File: src/rtl/dmmao_pkg.sv
// Constants and types for the converter result-output stage
package dmmao_pkg;
   // ----------------------------------------------------------------
   // Register offsets (byte addresses, one 32-bit word each)
   // ----------------------------------------------------------------
   localparam logic [7:0] OFS_GAIN_CONTROL = 8'h00;
   localparam logic [7:0] OFS_CONVERTER_SETUP = 8'h04;
   localparam logic [7:0] OFS_FINE_RESULT = 8'h08;
   localparam logic [7:0] OFS_FAST_RESULT = 8'h0c;
   localparam logic [7:0] OFS_STATUS = 8'h10;

   // ----------------------------------------------------------------
   // Field positions and reset values
   // ----------------------------------------------------------------
   localparam int CONVERTER_ENABLE_BIT = 7;
   localparam int CYS_LSB = 4;
   localparam int FAST_TAP_LSB = 2;
   localparam int FINE_TAP_LSB = 0;
   localparam int STAT_FINE_NEW_BIT = 0;
   localparam int STAT_FAST_NEW_BIT = 1;
   localparam logic [7:0] GAIN_CONTROL_RESET = 8'h00;
   localparam logic [7:0] CONVERTER_SETUP_RESET = 8'h00;

   // ----------------------------------------------------------------
   // Offset-cycle modes
   // ----------------------------------------------------------------
   localparam logic [1:0] CYS_OFFSET_READ = 2'h0;
   localparam logic [1:0] CYS_CANCELLED = 2'h1;
   localparam logic [1:0] CYS_RESERVED = 2'h2;
   localparam logic [1:0] CYS_RAW = 2'h3;

   // ----------------------------------------------------------------
   // Decimator tap counts as log2 (tap select 00 -> 2048 / 32)
   // ----------------------------------------------------------------
   localparam logic [4:0] FINE_LOG_BASE = 5'h0b;
   localparam logic [4:0] FAST_LOG_BASE = 5'h05;
   // Left shift that places 1.0 at bit 21 (fine) or bit 13 (fast)
   localparam logic [4:0] FINE_SHIFT_BASE = 5'h0a;
   localparam logic [4:0] FAST_SHIFT_BASE = 5'h08;
   localparam int FINE_W = 24;
   localparam int FAST_W = 16;

   // ----------------------------------------------------------------
   // Resolution models and saturation thresholds on bits 21:18
   // ----------------------------------------------------------------
   localparam logic [1:0] MODEL_5K = 2'h0;
   localparam logic [1:0] MODEL_20K = 2'h1;
   localparam logic [1:0] MODEL_50K = 2'h2;
   localparam logic [3:0] SAT_THR_WIDE = 4'ha;
   localparam logic [3:0] SAT_THR_20K = 4'h5;
   localparam logic [3:0] SAT_FIELD = 4'hf;

   typedef enum logic {CHOP_DIRECT, CHOP_SWAPPED} dmmao_chop_t;
endpackage

File: src/rtl/dmmao_decim.sv
// Integrate-and-dump decimator for the one-bit modulator stream
`timescale 1ns/1ps
module dmmao_decim #(
   parameter int CNT_W = 14,
   parameter int ACC_W = 16
) (
   // Clock and control
   input wire logic clk_i,
   input wire logic rst_i,
   input wire logic ce_i,
   input wire logic clear_i,
   // Stream and tap count
   input wire logic bit_i,
   input wire logic [4:0] tap_log_i,
   // Result
   output logic signed [ACC_W-1:0] sum_o,
   output logic done_o
);
   logic [CNT_W-1:0] cnt;
   logic signed [ACC_W-1:0] acc;
   logic signed [ACC_W-1:0] step;
   logic [CNT_W-1:0] last;

   assign step = bit_i ? ACC_W'(1) : -ACC_W'(1);
   assign last = CNT_W'((32'h1 << tap_log_i) - 32'h1);

   // One result per N samples gives a first null at the sample rate over N
   always_ff @(posedge clk_i) begin
      if (rst_i || clear_i) begin
         cnt <= '0;
         acc <= '0;
         sum_o <= '0;
         done_o <= 1'b0;
      end else if (ce_i) begin
         done_o <= 1'b0;
         if (cnt == last) begin
            sum_o <= acc + step;
            acc <= '0;
            cnt <= '0;
            done_o <= 1'b1;
         end else begin
            acc <= acc + step;
            cnt <= cnt + CNT_W'(1);
         end
      end
   end
endmodule

File: src/rtl/dmmao_core.sv
// Result-output stage: two decimators, offset-cycle modes, Wishbone slave
`timescale 1ns/1ps
// How it works
// - Mode 00 shorts input, fine shows negated offset
// - Mode 11 fine result is raw with offset
// - Mode 01 fine result is chopped, offset free
// - Fine rate fs/N, halved in mode 01
// - Mode 00 fast result shows negated offset
// - Mode 11 fast result is raw with offset
// - Mode 01 fast sign-dependent offset formula
// - Fast rate is fast decimator null frequency
// - Fine result 24-bit, point below bit 21
// - 5k/50k models saturate field above 1010
// - 20k model saturates field above 0101
// - 5k model forces bits 5:1 zero
// - Enable bit seven powers converter
// - Setup register holds two-bit offset-cycle select
// - Tap selects give 2048..16384 and 32..256
module dmmao_core
   import dmmao_pkg::*;
#(
   parameter logic [1:0] MODEL = dmmao_pkg::MODEL_50K
) (
   // Clock, reset, enable
   input wire logic clk_i,
   input wire logic rst_i,
   input wire logic ce_i,
   // Wishbone slave
   input wire logic wb_cyc_i,
   input wire logic wb_stb_i,
   input wire logic wb_we_i,
   input wire logic [7:0] wb_adr_i,
   input wire logic [3:0] wb_sel_i,
   input wire logic [31:0] wb_dat_i,
   output logic [31:0] wb_dat_o,
   output logic wb_ack_o,
   // Modulator side
   input wire logic modulator_bit_i,
   output logic converter_on_o,
   output logic [5:0] gain_path_o,
   output logic input_short_o,
   output logic input_swap_o
);
   import dmmao_pkg::*;

   // ----------------------------------------------------------------
   // Registers and decode
   // ----------------------------------------------------------------
   logic [7:0] gain_control_register;
   logic [7:0] converter_setup_register;
   logic [FINE_W-1:0] fine_result;
   logic [FAST_W-1:0] fast_result;
   logic signed [FINE_W-1:0] fine_first;
   logic fine_new;
   logic fast_new;
   dmmao_chop_t chop;
   logic bus_req;
   logic bus_wr;
   logic setup_wr;
   logic fine_rd;
   logic fast_rd;
   logic [1:0] offset_cycle_select;
   logic converter_enable;
   logic conv_clear;
   logic settle;
   logic fine_upd;
   logic fast_upd;

   assign bus_req = wb_cyc_i && wb_stb_i && !wb_ack_o && ce_i;
   assign bus_wr = bus_req && wb_we_i && wb_sel_i[0];
   assign setup_wr = bus_wr && (wb_adr_i == OFS_CONVERTER_SETUP);
   assign fine_rd = bus_req && !wb_we_i && (wb_adr_i == OFS_FINE_RESULT);
   assign fast_rd = bus_req && !wb_we_i && (wb_adr_i == OFS_FAST_RESULT);
   assign offset_cycle_select = converter_setup_register[CYS_LSB +: 2];
   assign converter_enable = gain_control_register[CONVERTER_ENABLE_BIT];
   // Any setup change restarts both decimators so fast frames stay aligned
   assign conv_clear = !converter_enable || setup_wr;
   // Routing flops lag one cycle, so the sample taken across a switch is dropped
   assign settle = ce_i && (((offset_cycle_select == CYS_OFFSET_READ) != input_short_o) ||
      (fine_upd && offset_cycle_select == CYS_CANCELLED));

   always_ff @(posedge clk_i) begin
      if (rst_i) begin
         wb_ack_o <= 1'b0;
      end else if (ce_i) begin
         wb_ack_o <= wb_cyc_i && wb_stb_i && !wb_ack_o;
      end
   end

   always_ff @(posedge clk_i) begin
      if (rst_i) begin
         gain_control_register <= GAIN_CONTROL_RESET;
         converter_setup_register <= CONVERTER_SETUP_RESET;
      end else if (bus_wr) begin
         if (wb_adr_i == OFS_GAIN_CONTROL) begin
            gain_control_register <= wb_dat_i[7:0];
         end
         if (wb_adr_i == OFS_CONVERTER_SETUP) begin
            converter_setup_register <= wb_dat_i[7:0];
         end
      end
   end

   always_ff @(posedge clk_i) begin
      if (rst_i) begin
         wb_dat_o <= '0;
      end else if (bus_req) begin
         case (wb_adr_i)
            OFS_GAIN_CONTROL: wb_dat_o <= {24'h000000, gain_control_register};
            OFS_CONVERTER_SETUP: wb_dat_o <= {24'h000000, converter_setup_register};
            OFS_FINE_RESULT: wb_dat_o <= {8'h00, fine_result};
            OFS_FAST_RESULT: wb_dat_o <= {16'h0000, fast_result};
            OFS_STATUS: wb_dat_o <= {30'h0, fast_new, fine_new};
            default: wb_dat_o <= '0;
         endcase
      end
   end

   // ----------------------------------------------------------------
   // Decimators
   // ----------------------------------------------------------------
   logic signed [15:0] fine_sum;
   logic signed [9:0] fast_sum;
   logic fine_done;
   logic fast_done;
   logic [4:0] fine_log;
   logic [4:0] fast_log;
   logic signed [FINE_W-1:0] fine_scaled;
   logic signed [FAST_W-1:0] fast_scaled;
   logic signed [FINE_W:0] fine_diff;

   assign fine_log = FINE_LOG_BASE + 5'(converter_setup_register[FINE_TAP_LSB +: 2]);
   assign fast_log = FAST_LOG_BASE + 5'(converter_setup_register[FAST_TAP_LSB +: 2]);

   dmmao_decim #(.CNT_W(14), .ACC_W(16)) fine_decimator (
      .clk_i(clk_i),
      .rst_i(rst_i),
      .ce_i(ce_i),
      .clear_i(conv_clear || settle),
      .bit_i(modulator_bit_i),
      .tap_log_i(fine_log),
      .sum_o(fine_sum),
      .done_o(fine_done)
   );

   dmmao_decim #(.CNT_W(8), .ACC_W(10)) fast_decimator (
      .clk_i(clk_i),
      .rst_i(rst_i),
      .ce_i(ce_i),
      .clear_i(conv_clear || settle),
      .bit_i(modulator_bit_i),
      .tap_log_i(fast_log),
      .sum_o(fast_sum),
      .done_o(fast_done)
   );

   // Place 1.0 at bit 21 for fine and bit 13 for fast
   assign fine_scaled = FINE_W'(fine_sum) <<<
      (FINE_SHIFT_BASE - 5'(converter_setup_register[FINE_TAP_LSB +: 2]));
   assign fast_scaled = FAST_W'(fast_sum) <<<
      (FAST_SHIFT_BASE - 5'(converter_setup_register[FAST_TAP_LSB +: 2]));
   assign fine_diff = ((FINE_W+1)'(fine_first) - (FINE_W+1)'(fine_scaled)) >>> 1;
   assign fine_upd = fine_done && ce_i && converter_enable;
   assign fast_upd = fast_done && ce_i && converter_enable;

   // Clamp on magnitude, then restore the sign
   function automatic logic [FINE_W-1:0] sat_fine(input logic signed [FINE_W-1:0] v);
      logic [FINE_W-1:0] mag;
      logic [FINE_W-1:0] res;
      logic [3:0] thr;
      mag = v[FINE_W-1] ? FINE_W'(-v) : v;
      thr = (MODEL == MODEL_20K) ? SAT_THR_20K : SAT_THR_WIDE;
      if (mag[21:18] > thr) begin
         mag[21:18] = SAT_FIELD;
      end
      res = v[FINE_W-1] ? FINE_W'(-mag) : mag;
      if (MODEL == MODEL_5K) begin
         res[5:1] = 5'h00;
      end
      return res;
   endfunction

   // ----------------------------------------------------------------
   // Offset-cycle handling
   // ----------------------------------------------------------------
   always_ff @(posedge clk_i) begin
      if (rst_i) begin
         input_short_o <= 1'b1;
         converter_on_o <= 1'b0;
         gain_path_o <= '0;
      end else if (ce_i) begin
         input_short_o <= (offset_cycle_select == CYS_OFFSET_READ);
         converter_on_o <= converter_enable;
         gain_path_o <= gain_control_register[5:0];
      end
   end

   // Chop sequencing: a direct frame, then a swapped frame, gives one result
   always_ff @(posedge clk_i) begin
      if (rst_i || (ce_i && conv_clear)) begin
         chop <= CHOP_DIRECT;
         input_swap_o <= 1'b0;
         fine_first <= '0;
      end else if (fine_upd && offset_cycle_select == CYS_CANCELLED) begin
         case (chop)
            CHOP_DIRECT: begin
               fine_first <= fine_scaled;
               chop <= CHOP_SWAPPED;
               input_swap_o <= 1'b1;
            end
            CHOP_SWAPPED: begin
               chop <= CHOP_DIRECT;
               input_swap_o <= 1'b0;
            end
            default: begin
               chop <= CHOP_DIRECT;
               input_swap_o <= 1'b0;
            end
         endcase
      end
   end

   always_ff @(posedge clk_i) begin
      if (rst_i) begin
         fine_result <= '0;
      end else if (fine_upd) begin
         case (offset_cycle_select)
            CYS_OFFSET_READ: fine_result <= sat_fine(-fine_scaled);
            CYS_RAW: fine_result <= sat_fine(fine_scaled);
            CYS_CANCELLED: begin
               if (chop == CHOP_SWAPPED) begin
                  fine_result <= sat_fine(FINE_W'(fine_diff));
               end
            end
            default: fine_result <= fine_result;
         endcase
      end
   end

   // In mode 01 the swapped frames yield offset minus gain times input
   always_ff @(posedge clk_i) begin
      if (rst_i) begin
         fast_result <= '0;
      end else if (fast_upd) begin
         case (offset_cycle_select)
            CYS_OFFSET_READ: fast_result <= -fast_scaled;
            CYS_RAW: fast_result <= fast_scaled;
            CYS_CANCELLED: fast_result <= fast_scaled;
            default: fast_result <= fast_result;
         endcase
      end
   end

   // New-result flags: an update in the read cycle keeps the flag set
   always_ff @(posedge clk_i) begin
      if (rst_i) begin
         fine_new <= 1'b0;
         fast_new <= 1'b0;
      end else if (ce_i) begin
         if (fine_upd && offset_cycle_select != CYS_RESERVED &&
             !(offset_cycle_select == CYS_CANCELLED && chop == CHOP_DIRECT)) begin
            fine_new <= 1'b1;
         end else if (fine_rd) begin
            fine_new <= 1'b0;
         end
         if (fast_upd && offset_cycle_select != CYS_RESERVED) begin
            fast_new <= 1'b1;
         end else if (fast_rd) begin
            fast_new <= 1'b0;
         end
      end
   end

   // ----------------------------------------------------------------
   // Checks
   // ----------------------------------------------------------------
   fine_offset_a: assert property (@(posedge clk_i) disable iff (rst_i)
      fine_upd && offset_cycle_select == CYS_OFFSET_READ |=>
      fine_result == sat_fine(-$past(fine_scaled)))
      else $error("fine offset readout wrong");
   fine_raw_a: assert property (@(posedge clk_i) disable iff (rst_i)
      fine_upd && offset_cycle_select == CYS_RAW |=>
      fine_result == sat_fine($past(fine_scaled)))
      else $error("fine raw result wrong");
   fine_chop_a: assert property (@(posedge clk_i) disable iff (rst_i)
      fine_upd && offset_cycle_select == CYS_CANCELLED && chop == CHOP_SWAPPED |=>
      fine_result == sat_fine(FINE_W'($past(fine_diff))))
      else $error("chopped fine result wrong");
   half_rate_a: assert property (@(posedge clk_i) disable iff (rst_i)
      fine_upd && offset_cycle_select == CYS_CANCELLED && chop == CHOP_DIRECT |=>
      $stable(fine_result) && input_swap_o)
      else $error("fine updated on direct frame");
   fast_offset_a: assert property (@(posedge clk_i) disable iff (rst_i)
      fast_upd && offset_cycle_select == CYS_OFFSET_READ |=>
      fast_result == -$past(fast_scaled) && input_short_o)
      else $error("fast offset readout wrong");
   fast_raw_a: assert property (@(posedge clk_i) disable iff (rst_i)
      fast_upd && offset_cycle_select == CYS_RAW |=> fast_result == $past(fast_scaled))
      else $error("fast raw result wrong");
   low_bits_a: assert property (@(posedge clk_i) disable iff (rst_i)
      MODEL == MODEL_5K |-> fine_result[5:1] == 5'h00)
      else $error("low fine bits not zero");
   sat_field_a: assert property (@(posedge clk_i) disable iff (rst_i)
      fine_upd && !fine_scaled[FINE_W-1] &&
      fine_scaled[21:18] > ((MODEL == MODEL_20K) ? SAT_THR_20K : SAT_THR_WIDE) &&
      offset_cycle_select == CYS_RAW |=>
      fine_result[21:18] == SAT_FIELD)
      else $error("fine field not saturated");
   off_hold_a: assert property (@(posedge clk_i) disable iff (rst_i)
      !converter_enable ##1 !converter_enable |-> $stable(fine_result) && $stable(fast_result))
      else $error("result moved while converter off");
   reserved_a: assert property (@(posedge clk_i) disable iff (rst_i)
      offset_cycle_select == CYS_RESERVED |=> $stable(fine_result))
      else $error("result moved in reserved mode");
endmodule

File: config.mk
export PLATFORM = sky130hd
export DESIGN_NAME = dmmao_core
export DESIGN_NICKNAME = d
export VERILOG_FILES = /design/src/rtl/dmmao_pkg.sv /design/src/rtl/dmmao_decim.sv /design/src/rtl/dmmao_core.sv
export SDC_FILE = /design/constraint.sdc
export NUM_CORES = 1
export LEC_CHECK = 0
export BUFFER_PORTS_ARGS = -buffer_cell sky130_fd_sc_hd__buf_2
export CORE_ASPECT_RATIO = 2
export CORE_MARGIN = 8
export CORE_UTILIZATION = 52
export CTS_BUF_LIST = sky130_fd_sc_hd__clkbuf_8
export CTS_CLUSTER_SIZE = 8
export DETAILED_ROUTE_END_ITERATION = 8
export PLACE_DENSITY = 0.75
export REMOVE_ABC_BUFFERS = 1
export SLEW_MARGIN = 20
export SYNTH_ARGS = -nofsm -noshare
export SYNTH_HDL_FRONTEND = slang
export SYNTH_SLANG_ARGS = --single-unit
File: constraint.sdc
create_clock -name clk_i -period 13.65 [get_ports clk_i]
set_clock_uncertainty 0.2 [all_clocks]
set_input_delay 1.365 -clock clk_i [delete_from_list [all_inputs] [get_ports clk_i]]
set_output_delay 1.365 -clock clk_i [all_outputs]
set_load 0.01 [all_outputs]
Word-level counts from Yosys, hierarchy flattened
Index checks and enable logic that the tools add are counted. Widths: inputs -> output; s select.

Output and inout bits: 42. Input bits: 51. Flip-flop bits (word level): 200.

Muxes and demuxes: 36. $add $sub $neg: 18. Reduce and logical (&&, ||, !) cells: 45. Shift operators: 4. Bitwise logic cells: 1. Magnitude comparators: 3. Equality and inequality tests: 11.

Operator list (count): $mux 24 (7); $neg 24->24 (6); $pmux 24 s5 (1); $pmux 24 s3 (1); $mux 4 (13); $mux 16 (2); $pmux 16 s2 (1); $sub 24x24->25 (1); $sshl 16x5->24 (1); $logic_and 1x1->1 (20); $mux 10 (2); $add 16x16->16 (1); $eq 8x4->1 const B (2); $neg 16->16 (1); $reduce_and 2->1 (8); $sshl 10x5->16 (1); $add 14x1->14 const B (1); $eq 14x14->1 (1); $mux 14 (1); $shl 1x5->14 const A (1); $sub 14x1->14 const B (1); $gt 4x4->1 const B (3); $add 10x10->10 (1); $sub 4x2->5 const A (2); 24 further kinds (39).

Longest topological paths before layout
Word-level depth: 15. Gate-level depth with buffers: 29. Depth with buffers taken out: 21.

Modules after synthesis
A second synthesis with hierarchy kept.

Cells, all modules: 1761. Area, all modules: 14024.7 µm².

By module, submodules not included: dmmao_core (seq. area each 2302.2 µm², cells an instance 1184, area an instance 9176.3 µm², instances 1); dmmao_decim at fine_decimator (seq. area each 940.9 µm², cells an instance 373, area an instance 3085.5 µm², instances 1); dmmao_decim at fast_decimator (seq. area each 580.6 µm², cells an instance 204, area an instance 1762.9 µm², instances 1).

Worst setup path after synthesis
No wires, ideal clock.

Path kind: reg2reg. Start point: reg converter_setup_register[0]. End point: reg fine_result[20]. Stages on the path, launching flop included: 27. Buffers on the path: 7. Data arrival time: 6.325 ns. Data required time: 13.376 ns. Path slack: 7.051 ns. Clock period less this slack: 6.599 ns. Cell sequence: dfxtp_1 > buf_2 > clkinv_1 > buf_2 > ha_1 > buf_4 > buf_6 > buf_2 > buf_2 > nor2b_1 > a22o_1 > a31oi_2 > inv_1 > ha_1 > nand2_1 > o21ai_0 > nand4_1 > and3_1 > clkbuf_1 > o21ai_0 > o21ai_0 > a221oi_4 > o221a_4 > nand4b_4 > or3_1 > a31o_1 > a31oi_1.

Longest elaborated chain between the ends: 15. Elaborated cells between the ends (all ways): 33. Classes of those cells: add/sub (8); order compare (3); shift (1); mux (21).

Ends and longest elaborated chain: start, declared (line dmmao_core.sv:50) `logic [7:0] converter_setup_register;`; start signal, assigned (line dmmao_core.sv:99) `converter_setup_register <= wb_dat_i[7:0];`; $sub 4x2->5 (*) (line dmmao_core.sv:159) `(FINE_SHIFT_BASE - 5'(converter_setup_register[FINE_TAP_LSB +: 2]));`; $sshl 16x5->24 (*) (line dmmao_core.sv:158) `assign fine_scaled = FINE_W'(fine_sum) <<<`; $sub 24x24->25 (line dmmao_core.sv:162) `assign fine_diff = ((FINE_W+1)'(fine_first) - (FINE_W+1)'(fine_scaled)) >>> 1;`; $neg 24->24 (line dmmao_core.sv:171) `mag = v[FINE_W-1] ? FINE_W'(-v) : v;`; $mux 24 (line dmmao_core.sv:171); $gt 4x4->1 (line dmmao_core.sv:173) `if (mag[21:18] > thr) begin`; $mux 4 (line dmmao_core.sv:173); $mux 4 (line dmmao_core.sv:231) `if (chop == CHOP_SWAPPED) begin`; $mux 4 (line dmmao_core.sv:227) `case (offset_cycle_select)`; $mux 4 (line dmmao_core.sv:226) `end else if (fine_upd) begin`; $mux 4 (line dmmao_core.sv:224) `if (rst_i) begin`; $neg 24->24 (line dmmao_core.sv:176) `res = v[FINE_W-1] ? FINE_W'(-mag) : mag;`; $mux 24 (line dmmao_core.sv:176); $mux 24 (line dmmao_core.sv:231); $pmux 24 s3 (*) (line dmmao_core.sv:227); end signal, assigned (line dmmao_core.sv:228) `CYS_OFFSET_READ: fine_result <= sat_fine(-fine_scaled);`; end signal, assigned (line dmmao_core.sv:229) `CYS_RAW: fine_result <= sat_fine(fine_scaled);`; end signal, assigned (line dmmao_core.sv:232) `fine_result <= sat_fine(FINE_W'(fine_diff));`; end, declared (line dmmao_core.sv:51) `logic [FINE_W-1:0] fine_result;`.

Every way passes the cells marked *; elsewhere a longest branch is shown, timed or not. The select of a mux whose other input is x is not followed. A chain may end at the register's enable or synchronous reset.

Final worst setup path
Start point: reg converter_setup_register[0]. End point: reg fine_result[22].

Same word-level chain as after synthesis.

==> results by group <==
Run status
  – Run status: completed

Timing
  – Fin Hold WS: 0.2513 ns
  – Final Max Tran Viols: 0
  – Final Cycle Share: 0.6436
  – Worst slew pin tran: between 1 and 1.5 ns
  – Unrepaired setup endpoints after global routing: false
  – Setup TNS: 0 ns
  – Worst relative slew slack: 0.2892
  – Fmax: roughly 110 MHz
  – Fin crit period: just under 9 ns
  – Final Hold Fails: 0
  – # setup viols final: 0

Detailed routing
  – DRC errors left: 0
  – Post-DR vias/cell: approximately 6.2
  – WL per Instance: about 18 µm
  – DR iter-0 viols: 1,387
  – Drt total wl: 43,590 µm
  – Detailed-router iteration count before antenna repair: 8
  – Via count: about 15,000
  – Post-route ant nets: 0

Layout
  – Nets@finish: approximately 2,200
  – N_diodes: 0
  – Cell area after layout: between 0.015 and 0.02 mm²
  – Fraction of layout cells with a size suffix above 1: 0.08649
  – Layout area overhead: 5.109%
  – Commonest non-fill, non-tap cell in the layout: nor2_1
  – Most frequent cells in the layout: 232 x nor2_1, 204 x nand2_1, 195 x a21oi_1

Global route
  – First-pass GRT wire length: between 70,000 and 80,000 µm
  – Largest net degree at the start of global routing: 80
  – Gr usage total: 0.2358
  – Met3 GRT Util: 0.03384
  – Busiest grt layer: met2
  – Antenna violations before repair: 0
  – Met2 GRT Util: 0.3939
  – Number of global-route vias before repair: approximately 14,000
  – Overflow after GRT: 0
  – Met1 usage: 0.2968

Pwr
  – Pwr Density: roughly 62 mW/mm²
  – Leakage: between 6 and 7 nW
  – Peak supply drop: 52.02 µV

Floorplan
  – Initial Util: 0.5240
  – # IOs: 93
  – Site Rows: 90
  – Die Area: 0.03634 mm²
  – Chip Width: between 100 and 150 µm
  – Die height: ~260 µm
  – Core Box Area: roughly 0.030 mm²

Clock network
  – Clk buf depth: 2
  – Root Driver: clkbuf_8
  – H-tree levels: 4
  – Clk_lat worst skew: ~0.54 ns
  – Hold-fix buffers, CTS: 0
  – CTS Buf Count: 17
  – Clk sink count: ~190
  – Worst-path clk slew: roughly 0.11 ns
  – CTS tree: built
  – Post CTS Setup Buffer Count: 0
  – Post_cts resized: 0

Logic synthesis
  – Yosys top cell by area: dfxtp_1
  – Post-synth EDFFs: 0
  – Post-synthesis adder-cell area fraction: 0.05006
  – Synth Area in XOR/XNOR: 0.08593
  – Cell count after synthesis: slightly above 2,000
  – Largest family of logic cells by synthesized area: simple AND/OR/NAND/NOR gates
  – Synth Area in Simple Gates: 0.2505
  – Multiplexer share of the synthesized area: 0.07892
  – Compound-Gate Fraction of Synth Area: 0.2400
  – Primary FF master, synth: dfxtp_1
  – Yosys warning total: 0
  – Mapped Avg Cell Area: between 7 and 8 µm²
  – Synth Register Bits: approximately 190
  – Post-synth top area share: 0.2436
  – Sequential fraction of the synthesis area: 0.2436
  – Synth area leaders: dfxtp_1 24%, a21oi_1 6.2%, xnor2_1 5.7%
  – FFs w/ async S/R, synth: 0
  – Cell variety after synth: 98
  – Post-synthesis cell area: about 0.016 mm²

Setup path
  – CP endpoint kind: register
  – WP buf/inv: 5
  – CP arrival: approximately 9 ns
  – Biggest cell delay along the critical path: approximately 1.3 ns
  – Critical path type: reg -> reg
  – Slowest cell on crit path: ha_2
  – Crit-path cells: buf_4, clkinv_1, ha_2, mux2_2, mux2i_1, mux2i_1, clkinv_1, nand4_1, nor2_1, ha_1, buf_4, inv_1, nor4_1, nor3b_1, xnor2_1, o211ai_1, a211oi_1, nand2_1, nor2_1, nor4b_2, xnor2_1, a221oi_1, o211ai_1
  – Worst reg-to-reg path cell count: 23
  – Crit path max fanout: 46
  – WP data required: 13.84 ns
  – CP delay by family, top: buffers and inverters
  – Critical path depth: 23
  – Critical path launch point type: register

Placement
  – HPWL Detailed: roughly 32,000 µm
  – DP Area: 0.01611 mm²
  – GPL Wtd Cong: between 0.9 and 1
  – IO buf count: 57

Hold path
  – Worst hold stages: 2
  – Min-Delay Path Class: reg -> reg

Run
  – Max_cap viols: 0
[flip-flops by register name (all words and copies together), names as in the netlist]
name / flops
fine_result: 24
wb_dat_o: 24
fine_first: 23
fast_result: 16
fine_decimator.acc: 16
fine_decimator.sum_o: 16
fine_decimator.cnt: 14
fast_decimator.acc: 10
fast_decimator.sum_o: 10
converter_setup_register: 8
fast_decimator.cnt: 8
gain_control_register: 8
gain_path_o: 6
chop: 1
converter_on_o: 1
fast_decimator.done_o: 1
fast_new: 1
fine_decimator.done_o: 1
fine_new: 1
input_short_o: 1
wb_ack_o: 1
[stage by stage]
step	instances	utilization	total power (W)	worst slack [ns]
2_1_floorplan	1946	-	0.0006386	4.340
3_5_place_dp	2394	0.5378	0.0006683	5.014
4_1_cts	2426	0.5508	0.001037	4.963
5_1_grt	2426	0.5508	0.001068	4.147
3_3_place_gp	2394	0.5378	0.0006670	5.110
6_report	2426	0.5508	0.001031	4.865
[cells by family after synthesis]
logic type,after synthesis
AND/OR/NAND/NOR,804
AO/OA/AOI/OAI,561
buffers and inverters,195
flip-flops,191
XOR/XNOR,154
multiplexers,104
adder cells (fa/ha/maj),61
other,2
[per-layer routing]
layer | wire, µm | vias up
met5 | 0 | -
met4 | 1691 | 0
met3 | 2632 | 105
met2 | 20360 | 510
met1 | 18910 | 7025
li1 | - | 7465
[final timing paths]
| check | startpoint | endpoint | slack (ns) |
|---|---|---|---|
| worst max-delay path | converter_setup_register[0]$_SDFFE_PP0P_ | fine_result[22]$_SDFFE_PP0P_ | 4.87 |
| worst min-delay path | wb_dat_o[23]$_SDFFE_PP0P_ | wb_dat_o[23]$_SDFFE_PP0P_ | 0.25 |
| worst max register to register | converter_setup_register[0]$_SDFFE_PP0P_ | fine_result[22]$_SDFFE_PP0P_ | 4.87 |
| worst min register to register | wb_dat_o[23]$_SDFFE_PP0P_ | wb_dat_o[23]$_SDFFE_PP0P_ | 0.25 |
[Yosys cell counts, types with 51 or more instances]
library cell,n
ha_1,58
a21oi_1,195
nand2_1,204
dfxtp_1,191
xnor2_1,103
xor2_1,51
o21ai_0,79
nand3_1,81
clkbuf_1,101
mux2i_1,81
nor3_1,51
nor2_1,232
[worst min-delay path: cells and delay by family, from the launching register on]
family             cells  cell delay (ns)
DFF                    1             0.32
and+or+nand+nor        1             0.05
AOI/OAI and AO/OA      1             0.05
[final cells by class]
type,instances,area (µm²)
well taps,368,460.4
clock inverters,15,156.4
clock buffers,17,234.0
repair buffers,80,457.9
inverters,57,214.0
flip-flops and latches,191,3824
multi-input cells,1698,11150
fillers,2834,13460
[power by group]
part,leakage (nW),switching [W],internal [W],total (W)
clock,0.186,0.000238,0.000134,0.000372
sequential,1.54,0.000000231,0.000557,0.000558
combinational,4.43,0.0000654,0.0000360,0.000101
Power figures use the tool's default switching activity.
